<file path="config.mk">
export PLATFORM = sky130hd
export DESIGN_NAME = brf_user_ctrl_flat
export DESIGN_NICKNAME = d
export VERILOG_FILES = /design/src/rtl/brf_pkg.sv /design/src/rtl/brf_link_if.sv /design/src/rtl/brf_user_ctrl.sv /design/src/flat_wrapper.sv
export VERILOG_INCLUDE_DIRS = /design/src /design/src/rtl
export SDC_FILE = /design/constraint.sdc
export NUM_CORES = 1
export LEC_CHECK = 0
export ABC_AREA = 1
export BUFFER_PORTS_ARGS = -buffer_cell sky130_fd_sc_hd__buf_2
export CAP_MARGIN = 20
export CORE_ASPECT_RATIO = 1.25
export CORE_MARGIN = 10
export CORE_UTILIZATION = 50
export CTS_BUF_LIST = sky130_fd_sc_hd__clkbuf_16
export DETAILED_ROUTE_END_ITERATION = 8
export PLACE_DENSITY = 0.71
export SKIP_CTS_REPAIR_TIMING = 1
export SYNTH_ARGS = -nofsm -noshare
export SYNTH_HDL_FRONTEND = slang
export SYNTH_SLANG_ARGS = --single-unit
</file>
<file path="constraint.sdc">
create_clock -name pclk -period 1.75 [get_ports pclk]
set_input_delay 0.0875 -clock pclk [delete_from_list [all_inputs] [get_ports pclk]]
set_output_delay 0.0875 -clock pclk [all_outputs]
set_load 0.02 [all_outputs]
</file>
<file path="src/rtl/brf_defines.svh">
// brf_defines.svh: offsets, field positions and reset values of the block ram fifo pair
// assumes: included by brf_block_ram, brf_user_ctrl and the bench by bare name
`ifndef BRF_DEFINES_SVH
`define BRF_DEFINES_SVH

// =====================================================================
// controller register byte offsets (apb)
`define BRF_OFF_CTRL    12'h000
`define BRF_OFF_THR_FF  12'h004
`define BRF_OFF_THR_AF  12'h008
`define BRF_OFF_THR_AE  12'h00C
`define BRF_OFF_ADDR    12'h010
`define BRF_OFF_WDATA   12'h014
`define BRF_OFF_CMD     12'h018
`define BRF_OFF_RDATA   12'h01C
`define BRF_OFF_STATUS  12'h020
`define BRF_OFF_DOUTA   12'h024

// =====================================================================
// field positions
`define BRF_CTRL_FIFO   0
`define BRF_CTRL_WM_LO  1
`define BRF_CTRL_CLRA   3
`define BRF_CTRL_CLRB   4
`define BRF_ADDR_B_LO   16
`define BRF_CMD_FRST    0
`define BRF_CMD_RPCLR   1
`define BRF_CMD_GCLR    2
`define BRF_CMD_POP     3
`define BRF_CMD_RDA     4
`define BRF_ST_BUSY     4

// =====================================================================
// reset values and fixed thresholds
`define BRF_EMPTY_THR   0
`define BRF_MIN_THR     1
`define BRF_THR_FF_RST  32'h0000000F
`define BRF_THR_AF_RST  32'h0000000C
`define BRF_THR_AE_RST  32'h00000003

`endif

</file>
<file path="src/rtl/brf_pkg.sv">
// brf_pkg: types shared by both ends of the block ram fifo link
// assumes: brf_defines.svh holds the numeric constants
package brf_pkg;
    // =================================================================
    // write behaviour of the ram write port
    typedef enum logic [1:0] {
        BRF_WM_NORMAL,
        BRF_WM_THROUGH,
        BRF_WM_RBW
    } brf_wmode_t;

    // =================================================================
    // controller sequencer states
    typedef enum logic [2:0] {
        BRF_S_IDLE,
        BRF_S_WR,
        BRF_S_RDA,
        BRF_S_RDB,
        BRF_S_PRE,
        BRF_S_RST,
        BRF_S_POST
    } brf_seq_t;
endpackage : brf_pkg

</file>
<file path="src/rtl/brf_link_if.sv">
// brf_link_if: signals between the block ram fifo and the user logic
// assumes: both ends run on pclk; the bench instantiates and joins them
`timescale 1ns/1ps
interface brf_link_if #(
    parameter int DW = 8,
    parameter int AW = 4
) (
    input wire logic pclk,
    input wire logic presetn
);
    import brf_pkg::*;
    // configuration
    logic              fifo_mode;
    brf_wmode_t        write_mode;
    logic [AW-1:0]     full_thresh;
    logic [AW-1:0]     afull_thresh;
    logic [AW-1:0]     aempty_thresh;
    // write port
    logic              wr_clock_en;
    logic              wr_en;
    logic [AW-1:0]     addr_a;
    logic [DW-1:0]     din;
    logic [DW-1:0]     dout_a;
    // read port
    logic              rd_clock_en;
    logic              rd_strobe;
    logic [AW-1:0]     addr_b;
    logic [DW-1:0]     dout_b;
    // flags
    logic              full_flag;
    logic              almost_full_flag;
    logic              almost_empty_flag;
    logic              empty_flag;
    // resets
    logic              fifo_reset;
    logic              read_pointer_clear;
    logic              port_a_latch_clear;
    logic              port_b_latch_clear;
    logic              global_clear_n;

    modport dev (
        input  pclk, presetn, fifo_mode, write_mode, full_thresh, afull_thresh,
               aempty_thresh, wr_clock_en, wr_en, addr_a, din, rd_clock_en,
               rd_strobe, addr_b, fifo_reset, read_pointer_clear,
               port_a_latch_clear, port_b_latch_clear, global_clear_n,
        output dout_a, dout_b, full_flag, almost_full_flag, almost_empty_flag,
               empty_flag
    );
    modport usr (
        input  pclk, presetn, dout_a, dout_b, full_flag, almost_full_flag,
               almost_empty_flag, empty_flag,
        output fifo_mode, write_mode, full_thresh, afull_thresh, aempty_thresh,
               wr_clock_en, wr_en, addr_a, din, rd_clock_en, rd_strobe, addr_b,
               fifo_reset, read_pointer_clear, port_a_latch_clear,
               port_b_latch_clear, global_clear_n
    );
endinterface : brf_link_if

</file>
<file path="src/rtl/brf_user_ctrl.sv">
// brf_user_ctrl: apb-programmed user logic that drives the block ram fifo
// assumes: apb master on pclk; device joined through brf_link_if
`timescale 1ns/1ps
module brf_user_ctrl #(
    parameter int DW = 8,
    parameter int AW = 4
) (
    // apb slave
    input  wire logic        pclk,
    input  wire logic        presetn,
    input  wire logic        psel,
    input  wire logic        penable,
    input  wire logic        pwrite,
    input  wire logic [11:0] paddr,
    input  wire logic [31:0] pwdata,
    output logic      [31:0] prdata,
    output logic             pready,
    output logic             pslverr,
    // link to the block ram
    brf_link_if.usr          link
);
    import brf_pkg::*;
    `include "brf_defines.svh"

    generate
        if (DW < 1 || DW > 32 || AW < 2 || AW > 16) begin : g_bad_param
            $error("brf_user_ctrl: DW within 1..32, AW within 2..16");
        end
    endgenerate

    // =================================================================
    // apb handshake: zero wait, ready in the first access cycle
    logic        wr_acc;
    logic        rd_acc;
    logic [31:0] ctrl_reg;
    logic [31:0] thr_ff_reg;
    logic [31:0] thr_af_reg;
    logic [31:0] thr_ae_reg;
    logic [31:0] addr_reg;
    logic [DW-1:0] din_reg;
    logic [DW-1:0] rdata_reg;
    brf_seq_t    st_reg;
    logic [2:0]  kind_reg;
    logic        wen_reg;
    logic        wce_reg;
    logic        rce_reg;
    logic        frst_reg;
    logic        rpclr_reg;
    logic        gclr_n_reg;
    logic        idle;

    assign wr_acc = psel & penable & pready & pwrite;
    assign rd_acc = psel & ~penable & ~pwrite;
    assign idle   = (st_reg == BRF_S_IDLE);

    always_ff @(posedge pclk or negedge presetn) begin
        if (!presetn) begin
            pready  <= 1'b0;
            pslverr <= 1'b0;
        end else begin
            pready  <= psel & ~penable;
            pslverr <= psel & ~penable & (paddr > `BRF_OFF_DOUTA);
        end
    end

    // read data captured in the setup cycle; unmapped reads return zero
    always_ff @(posedge pclk or negedge presetn) begin
        if (!presetn) begin
            prdata <= '0;
        end else if (rd_acc) begin
            case (paddr)
                `BRF_OFF_CTRL:   prdata <= ctrl_reg;
                `BRF_OFF_THR_FF: prdata <= thr_ff_reg;
                `BRF_OFF_THR_AF: prdata <= thr_af_reg;
                `BRF_OFF_THR_AE: prdata <= thr_ae_reg;
                `BRF_OFF_ADDR:   prdata <= addr_reg;
                `BRF_OFF_WDATA:  prdata <= 32'(din_reg);
                `BRF_OFF_RDATA:  prdata <= 32'(rdata_reg);
                `BRF_OFF_STATUS: prdata <= {27'h0000000, ~idle,
                                            link.empty_flag, link.almost_empty_flag,
                                            link.almost_full_flag, link.full_flag};
                `BRF_OFF_DOUTA:  prdata <= 32'(link.dout_a);
                default:         prdata <= '0;
            endcase
        end
    end

    // configuration registers
    always_ff @(posedge pclk or negedge presetn) begin
        if (!presetn) begin
            ctrl_reg   <= '0;
            thr_ff_reg <= `BRF_THR_FF_RST;
            thr_af_reg <= `BRF_THR_AF_RST;
            thr_ae_reg <= `BRF_THR_AE_RST;
            addr_reg   <= '0;
        end else if (wr_acc) begin
            case (paddr)
                `BRF_OFF_CTRL:   ctrl_reg   <= pwdata;
                `BRF_OFF_THR_FF: thr_ff_reg <= pwdata;
                `BRF_OFF_THR_AF: thr_af_reg <= pwdata;
                `BRF_OFF_THR_AE: thr_ae_reg <= pwdata;
                `BRF_OFF_ADDR:   addr_reg   <= pwdata;
                default:         ctrl_reg   <= ctrl_reg;
            endcase
        end
    end

    // =================================================================
    // sequencer: one op at a time; commands while busy are dropped
    always_ff @(posedge pclk or negedge presetn) begin
        if (!presetn) begin
            st_reg     <= BRF_S_IDLE;
            kind_reg   <= '0;
            din_reg    <= '0;
            rdata_reg  <= '0;
            wen_reg    <= 1'b0;
            wce_reg    <= 1'b0;
            rce_reg    <= 1'b0;
            frst_reg   <= 1'b0;
            rpclr_reg  <= 1'b0;
            gclr_n_reg <= 1'b1;
        end else begin
            case (st_reg)
                BRF_S_IDLE: begin
                    if (wr_acc && paddr == `BRF_OFF_WDATA) begin
                        din_reg <= pwdata[DW-1:0];
                        wce_reg <= 1'b1;
                        wen_reg <= 1'b1;
                        st_reg  <= BRF_S_WR;
                    end else if (wr_acc && paddr == `BRF_OFF_CMD) begin
                        if (|pwdata[`BRF_CMD_GCLR:`BRF_CMD_FRST]) begin
                            // enables are already low in idle
                            kind_reg <= pwdata[`BRF_CMD_GCLR:`BRF_CMD_FRST];
                            st_reg   <= BRF_S_PRE;
                        end else if (pwdata[`BRF_CMD_POP]) begin
                            rce_reg <= 1'b1;
                            st_reg  <= BRF_S_RDA;
                        end else if (pwdata[`BRF_CMD_RDA]) begin
                            wce_reg <= 1'b1;
                            st_reg  <= BRF_S_WR;
                        end
                    end
                end
                BRF_S_WR: begin
                    wce_reg <= 1'b0;
                    wen_reg <= 1'b0;
                    st_reg  <= BRF_S_IDLE;
                end
                BRF_S_RDA: begin
                    rce_reg <= 1'b0;
                    st_reg  <= BRF_S_RDB;
                end
                BRF_S_RDB: begin
                    rdata_reg <= link.dout_b;
                    st_reg    <= BRF_S_IDLE;
                end
                BRF_S_PRE: begin
                    // one quiet cycle has passed; assert the resets
                    frst_reg   <= kind_reg[0];
                    rpclr_reg  <= kind_reg[1];
                    gclr_n_reg <= ~kind_reg[2];
                    st_reg     <= BRF_S_RST;
                end
                BRF_S_RST: begin
                    // release with a full period of setup before any enable
                    frst_reg   <= 1'b0;
                    rpclr_reg  <= 1'b0;
                    gclr_n_reg <= 1'b1;
                    st_reg     <= BRF_S_POST;
                end
                BRF_S_POST: begin
                    st_reg <= BRF_S_IDLE;
                end
                default: st_reg <= BRF_S_IDLE;
            endcase
        end
    end

    // =================================================================
    // link drive; latch clears are plain synchronous levels
    assign link.fifo_mode          = ctrl_reg[`BRF_CTRL_FIFO];
    assign link.write_mode         = brf_wmode_t'(ctrl_reg[`BRF_CTRL_WM_LO+1:`BRF_CTRL_WM_LO]);
    assign link.port_a_latch_clear = ctrl_reg[`BRF_CTRL_CLRA];
    assign link.port_b_latch_clear = ctrl_reg[`BRF_CTRL_CLRB];
    assign link.full_thresh        = thr_ff_reg[AW-1:0];
    assign link.afull_thresh       = thr_af_reg[AW-1:0];
    assign link.aempty_thresh      = thr_ae_reg[AW-1:0];
    assign link.addr_a             = addr_reg[AW-1:0];
    assign link.addr_b             = addr_reg[`BRF_ADDR_B_LO+AW-1:`BRF_ADDR_B_LO];
    assign link.din                = din_reg;
    assign link.wr_clock_en        = wce_reg;
    assign link.wr_en              = wen_reg;
    assign link.rd_clock_en        = rce_reg;
    assign link.rd_strobe          = rce_reg;
    assign link.fifo_reset         = frst_reg;
    assign link.read_pointer_clear = rpclr_reg;
    assign link.global_clear_n     = gclr_n_reg;

endmodule : brf_user_ctrl

</file>
<file path="src/flat_wrapper.sv">
// flat-port wrapper written by rule: the top's interface ports become plain ports
module brf_user_ctrl_flat import brf_pkg::*;
#(
    parameter int DW = 8,
    parameter int AW = 4
)
  (pclk, presetn, psel, penable, pwrite, paddr, pwdata, prdata, pready, pslverr, link_dout_a, link_dout_b, link_full_flag, link_almost_full_flag, link_almost_empty_flag, link_empty_flag, link_fifo_mode, link_write_mode, link_full_thresh, link_afull_thresh, link_aempty_thresh, link_wr_clock_en, link_wr_en, link_addr_a, link_din, link_rd_clock_en, link_rd_strobe, link_addr_b, link_fifo_reset, link_read_pointer_clear, link_port_a_latch_clear, link_port_b_latch_clear, link_global_clear_n);
  brf_link_if #(.DW(DW), .AW(AW)) link_i (.pclk(pclk), .presetn(presetn));
  input  wire logic pclk;
  input  wire logic presetn;
  input  wire logic psel;
  input  wire logic penable;
  input  wire logic pwrite;
  input  wire logic [11:0] paddr;
  input  wire logic [31:0] pwdata;
  output logic      [31:0] prdata;
  output logic pready;
  output logic pslverr;
  input wire logic [$bits(link_i.dout_a)-1:0] link_dout_a;
  input wire logic [$bits(link_i.dout_b)-1:0] link_dout_b;
  input wire logic [$bits(link_i.full_flag)-1:0] link_full_flag;
  input wire logic [$bits(link_i.almost_full_flag)-1:0] link_almost_full_flag;
  input wire logic [$bits(link_i.almost_empty_flag)-1:0] link_almost_empty_flag;
  input wire logic [$bits(link_i.empty_flag)-1:0] link_empty_flag;
  output wire logic [$bits(link_i.fifo_mode)-1:0] link_fifo_mode;
  output wire logic [$bits(link_i.write_mode)-1:0] link_write_mode;
  output wire logic [$bits(link_i.full_thresh)-1:0] link_full_thresh;
  output wire logic [$bits(link_i.afull_thresh)-1:0] link_afull_thresh;
  output wire logic [$bits(link_i.aempty_thresh)-1:0] link_aempty_thresh;
  output wire logic [$bits(link_i.wr_clock_en)-1:0] link_wr_clock_en;
  output wire logic [$bits(link_i.wr_en)-1:0] link_wr_en;
  output wire logic [$bits(link_i.addr_a)-1:0] link_addr_a;
  output wire logic [$bits(link_i.din)-1:0] link_din;
  output wire logic [$bits(link_i.rd_clock_en)-1:0] link_rd_clock_en;
  output wire logic [$bits(link_i.rd_strobe)-1:0] link_rd_strobe;
  output wire logic [$bits(link_i.addr_b)-1:0] link_addr_b;
  output wire logic [$bits(link_i.fifo_reset)-1:0] link_fifo_reset;
  output wire logic [$bits(link_i.read_pointer_clear)-1:0] link_read_pointer_clear;
  output wire logic [$bits(link_i.port_a_latch_clear)-1:0] link_port_a_latch_clear;
  output wire logic [$bits(link_i.port_b_latch_clear)-1:0] link_port_b_latch_clear;
  output wire logic [$bits(link_i.global_clear_n)-1:0] link_global_clear_n;
  assign link_i.dout_a = link_dout_a;
  assign link_i.dout_b = link_dout_b;
  assign link_i.full_flag = link_full_flag;
  assign link_i.almost_full_flag = link_almost_full_flag;
  assign link_i.almost_empty_flag = link_almost_empty_flag;
  assign link_i.empty_flag = link_empty_flag;
  assign link_fifo_mode = link_i.fifo_mode;
  assign link_write_mode = link_i.write_mode;
  assign link_full_thresh = link_i.full_thresh;
  assign link_afull_thresh = link_i.afull_thresh;
  assign link_aempty_thresh = link_i.aempty_thresh;
  assign link_wr_clock_en = link_i.wr_clock_en;
  assign link_wr_en = link_i.wr_en;
  assign link_addr_a = link_i.addr_a;
  assign link_din = link_i.din;
  assign link_rd_clock_en = link_i.rd_clock_en;
  assign link_rd_strobe = link_i.rd_strobe;
  assign link_addr_b = link_i.addr_b;
  assign link_fifo_reset = link_i.fifo_reset;
  assign link_read_pointer_clear = link_i.read_pointer_clear;
  assign link_port_a_latch_clear = link_i.port_a_latch_clear;
  assign link_port_b_latch_clear = link_i.port_b_latch_clear;
  assign link_global_clear_n = link_i.global_clear_n;
  brf_user_ctrl #(.DW(DW), .AW(AW)) u_core (.pclk(pclk), .presetn(presetn), .psel(psel), .penable(penable), .pwrite(pwrite), .paddr(paddr), .pwdata(pwdata), .prdata(prdata), .pready(pready), .pslverr(pslverr), .link(link_i));
endmodule
</file>
======== Yosys cells after proc, flatten, opt, wreduce, memory -nomap -nowiden ========
Index checks and enable logic that the tools add are counted.
storage, ports and cells
  output and inout port bits .............. 74
  logic and storage cells ................. 96
  bits of input ports ..................... 69
  flip-flop bits (word level) ............. 222
cells by class
  bitwise gates (word level) .............. 11
  eq/ne operators ......................... 24
  reduce and logical (&&, ||, !) cells .... 19
  muxes and demuxes ....................... 23
  order comparisons ....................... 1
operator list
  kind                   number
  $pmux W32 S9           1
  $eq A12 B5 Y1 const B  4
  $eq A12 B4 Y1 const B  2
  $eq A12 B6 Y1 const B  2
  $reduce_and A2 Y1      8
  $mux W3                5
  $eq A12 B3 Y1 const B  1
  $gt A12 B6 Y1 const B  1
  $logic_not A12 Y1      1
  $ne A3 B3 Y1 const B   4
  $pmux W1 S2            6
  $pmux W3 S4            1
  $mux W1                10
  $ne A2 B2 Y1 const B   5
  $reduce_and A5 Y1      2
  $and A1 B1 Y1          6
  $eq A3 B2 Y1 const B   2
  $eq A3 B3 Y1 const B   2
  $reduce_bool A2 Y1     3
  $ne A5 B5 Y1 const B   1
  $not A1 Y1             5
  $reduce_and A4 Y1      1
  $eq A3 B1 Y1 const B   1
  $logic_not A3 Y1       1
  2 further kinds        3

======== Depth between registers and ports, before layout ========
  depth in word-level cells ............... 7
  mapped depth ............................ 11

======== Worst setup path after synthesis ========
No wires, ideal clock.
  path kind ............................... reg-to-reg
  start ................................... reg u_core.st_reg[0]
  end ..................................... reg u_core.kind_reg[2]
  setup slack ............................. 284 ps
  stages on the path, launching flop included .. 10
  setup time .............................. 119 ps
  clock period less this slack ............ 1466 ps
  data required time ...................... 1631 ps
  arrival ................................. 1347 ps
  cells stage by stage .................... dfrtp_1 nor2_1 inv_2 nor2_4 inv_2 nor2_1 nand2_1 nor2_2 nand2_1 o21a_1
between the ends
  word-level cells in the longest chain between the ends .. 2
RTL lines
  element                             line                  RTL
  start, declared                     brf_user_ctrl.sv:42   brf_seq_t st_reg;
  start signal, assigned              brf_user_ctrl.sv:112  st_reg <= BRF_S_IDLE;
  start signal, assigned              brf_user_ctrl.sv:129  st_reg <= BRF_S_WR;
  start signal, assigned              brf_user_ctrl.sv:134  st_reg <= BRF_S_PRE;
  $logic_not A3 Y1                    brf_user_ctrl.sv:123  case (st_reg)
  $reduce_and A4 Y1 (no source line)  -
  end signal, assigned                brf_user_ctrl.sv:133  kind_reg <= pwdata[`BRF_CMD_GCLR:`BRF_CMD_FRST];
  end, declared                       brf_user_ctrl.sv:43   logic [2:0] kind_reg;
Every way passes these cells.
A chain may end at the register's enable or synchronous reset.

======== Worst setup path in the final report ========
Ends and elaborated chain as after synthesis.

==> results.yml <==
clocking:
  clk_pin_slew_ps: 60
  clk_path_buf_depth: 3
  root_buffer: "clkbuf_16"
  insertion_delay_ps: 510
  cts_buffers: 23
  clock_sinks: 222
  htree_num_levels: 1
  cts_tree: "built"
global_routing:
  grt_pass1_vias: 8902
  use_met1: 0.264
  busiest_layer: "met2"
  grt.met3_usage: 0.0343
  grt_pass1_wl_um: 45700
  grt_max_degree: 65
  use_met2: 0.345
  grt_use_total: 0.206
  grt_overflow: 0
  antenna_found_initial: 0
cells_and_area:
  instances_no_fill: 1674
  syn_to_final_growth_pct: 19.8
  fill_cells: 1797
  drive_above_1_share: 0.182
  postLayoutCellArea_um2: 12400
  antenna_cells: 0
  nNetsFinal: 1458
  post-route-util: 0.613
timing:
  period_needed_ps: 1530
  drv_slew: 0
  tns_ps: 0
  setup_violations: 0
  max_freq_mhz: 655
  hold_viol_final: 2
  clock_skew_ps: 11.5
  fin_crit_sh: 0.873
  relSlewSlack: 0.672
  rsz0062_at_grt: "false"
  setup_slack_ps: 223
  hold_slack_ps: -1.39
  worstMarginPinSlew_ps: 493
setup_path:
  crit_fanout: 6
  end_kind: "flop"
  worst-setup-path-type: "flop to flop"
  startpoint_type: "flop"
  cp.required_ps: 2150
  arrival_ps: 1930
  r2r_cells: 9
pwr:
  ir_worst_vdd_mv: 0.757
  power_mw: 11.2
  p_int_mw: 8.42
  clkPwrFrac: 0.410
  p_comb_frac: 0.103
  switchingPower_mw: 2.75
  seq_power_share: 0.487
  p_per_area_nw_per_um2: 898
  leakagePower_nw: 6.39
  p_sw_frac: 0.246
die:
  die_h_um: 181
  num_rows: 58
  die_area_um2: 27000
  die_w_um: 149
  start_util: 0.511
  ios: 143
  core_area_um2: 20300
placement:
  numPortBuffers: 142
  dpl-instance-area_um2: 11300
  hpwl_um: 18000
  placed_cells: 1593
  place_congestion: 0.829
  pre_cts_slack_ps: 151
logic_synthesis:
  synth_area_um2: 10400
  ys_warn_count: 0
  synth-seq-area-share: 0.536
  syn_area_per_cell_um2: 8.36
  synth_seq_cells: 222
  syn-num-nets: 1312
  synth_cell_types: 32
  syn_inst: 1243
route:
  routed_wl_um: 28000
  drtIter0Drc: 635
  wl_per_cell_um: 16.7
  drc_errors: 0
  vias: 8924
  firstDrtPassIters: 5
  viasPerCell: 5.33
  drtAntennaViolNets: 0
worst_hold_path:
  hold_path_depth: 3
  min_path_type: "input port to flop"
job:
  maxCapViolations: 0
run_status:
  status: "finished, violations left"
  failed_checks: "hold timing"
-- path summary, 6_finish.rpt --
kind	from	to	slack (ps)
min in group asynchronous	presetn	u_core.kind_reg[2]	90
max in group asynchronous	presetn	u_core.thr_af_reg[15]	900
hold / removal	pwdata[4]	u_core.thr_af_reg[4]	-1
setup / recovery	u_core.st_reg[0]	u_core.kind_reg[2]	220
hold reg to reg	u_core.kind_reg[2]	u_core.link.global_clear_n	420
setup reg to reg	u_core.st_reg[0]	u_core.kind_reg[2]	220
-- power groups by stage --
stage,Combinational (mW),Clock (mW),Sequential (mW)
after floorplan,0.586,0,5.56
after global placement,1.08,0,5.53
after detailed placement,1.09,0,5.54
after CTS,1.10,4.66,5.44
after global routing,1.28,4.91,5.46
final,1.15,4.58,5.44
-- critical path, stage by stage, from the launching register on --
cell and delay (ps):
dfrtp_1 410, nor2_1 120, inv_2 70, nor2_4 90
inv_2 50, nor2_1 140, nand2_1 140, nor2_2 210
nand2_1 80, o21a_1 110
-- synth_stat cells --
cell | instances | area share
a211oi_1 | 1 | 0.00072
a21oi_1 | 8 | 0.0039
buf_1 | 2 | 0.00072
buf_2 | 44 | 0.021
buf_4 | 30 | 0.022
buf_6 | 2 | 0.0022
buf_8 | 1 | 0.0014
clkbuf_1 | 10 | 0.0036
clkbuf_2 | 1 | 0.00048
dfrtp_1 | 213 | 0.51
dfstp_2 | 9 | 0.023
inv_1 | 77 | 0.028
inv_2 | 7 | 0.0025
inv_4 | 2 | 0.0012
mux2_2 | 8 | 0.0087
nand2_1 | 379 | 0.14
nand2_2 | 8 | 0.0048
nand2_4 | 2 | 0.0022
nand3_1 | 169 | 0.081
nand3_2 | 1 | 0.00096
nand3_4 | 2 | 0.0034
nand4_1 | 31 | 0.019
nand4_4 | 1 | 0.0020
nor2_1 | 39 | 0.014
nor2_2 | 7 | 0.0042
nor2_4 | 10 | 0.011
nor2_8 | 1 | 0.0019
nor3_1 | 2 | 0.00096
o21a_1 | 1 | 0.00072
o21ai_0 | 51 | 0.025
o21ai_1 | 123 | 0.059
o311a_1 | 1 | 0.00096
-- logic make-up (layout without fill, tap and decap cells) --
| family | count (synthesis) | count (layout) | share of synthesized area |
|---|---|---|---|
| flip-flops | 222 | 222 | 0.536 |
| AO/OA/AOI/OAI | 185 | 185 | 0.0901 |
| buffers and inverters | 176 | 337 | 0.0829 |
| multiplexers | 8 | 8 | 0.00867 |
| AND/OR/NAND/NOR | 652 | 652 | 0.282 |
-- placed cells by master, fill, tap and decap left out, types with 10 or more instances in the layout --
cell type,netlist,final
clkbuf_16,0,23
dfrtp_1,213,213
o21ai_1,123,123
inv_1,77,86
buf_12,0,17
buf_4,30,11
nor2_4,10,10
o21ai_0,51,51
nand4_1,31,31
nand2_1,379,379
nand3_1,169,169
dlygate4sd3_1,0,41
nor2_1,39,39
buf_2,44,141
-- cell type report --
cell class                      count  area, um2  share of cell area
Multi-Input combinational cell    845       3960               0.318
Sequential cell                   222       5570               0.447
Clock inverter                     17        124             0.00995
Tap cell                          270        338              0.0271
Clock buffer                       23        576              0.0462
Timing Repair Buffer              211       1550               0.125
Inverter                           86        328              0.0263
-- routing by layer --
metal	vias to the layer above	part of all wire
met1	4251	0.42
met3	37	0.065
met2	297	0.49
met4	0	0.023
met5	-	0
li1	4339	-
Note: power is estimated with default switching activity, not from simulation.
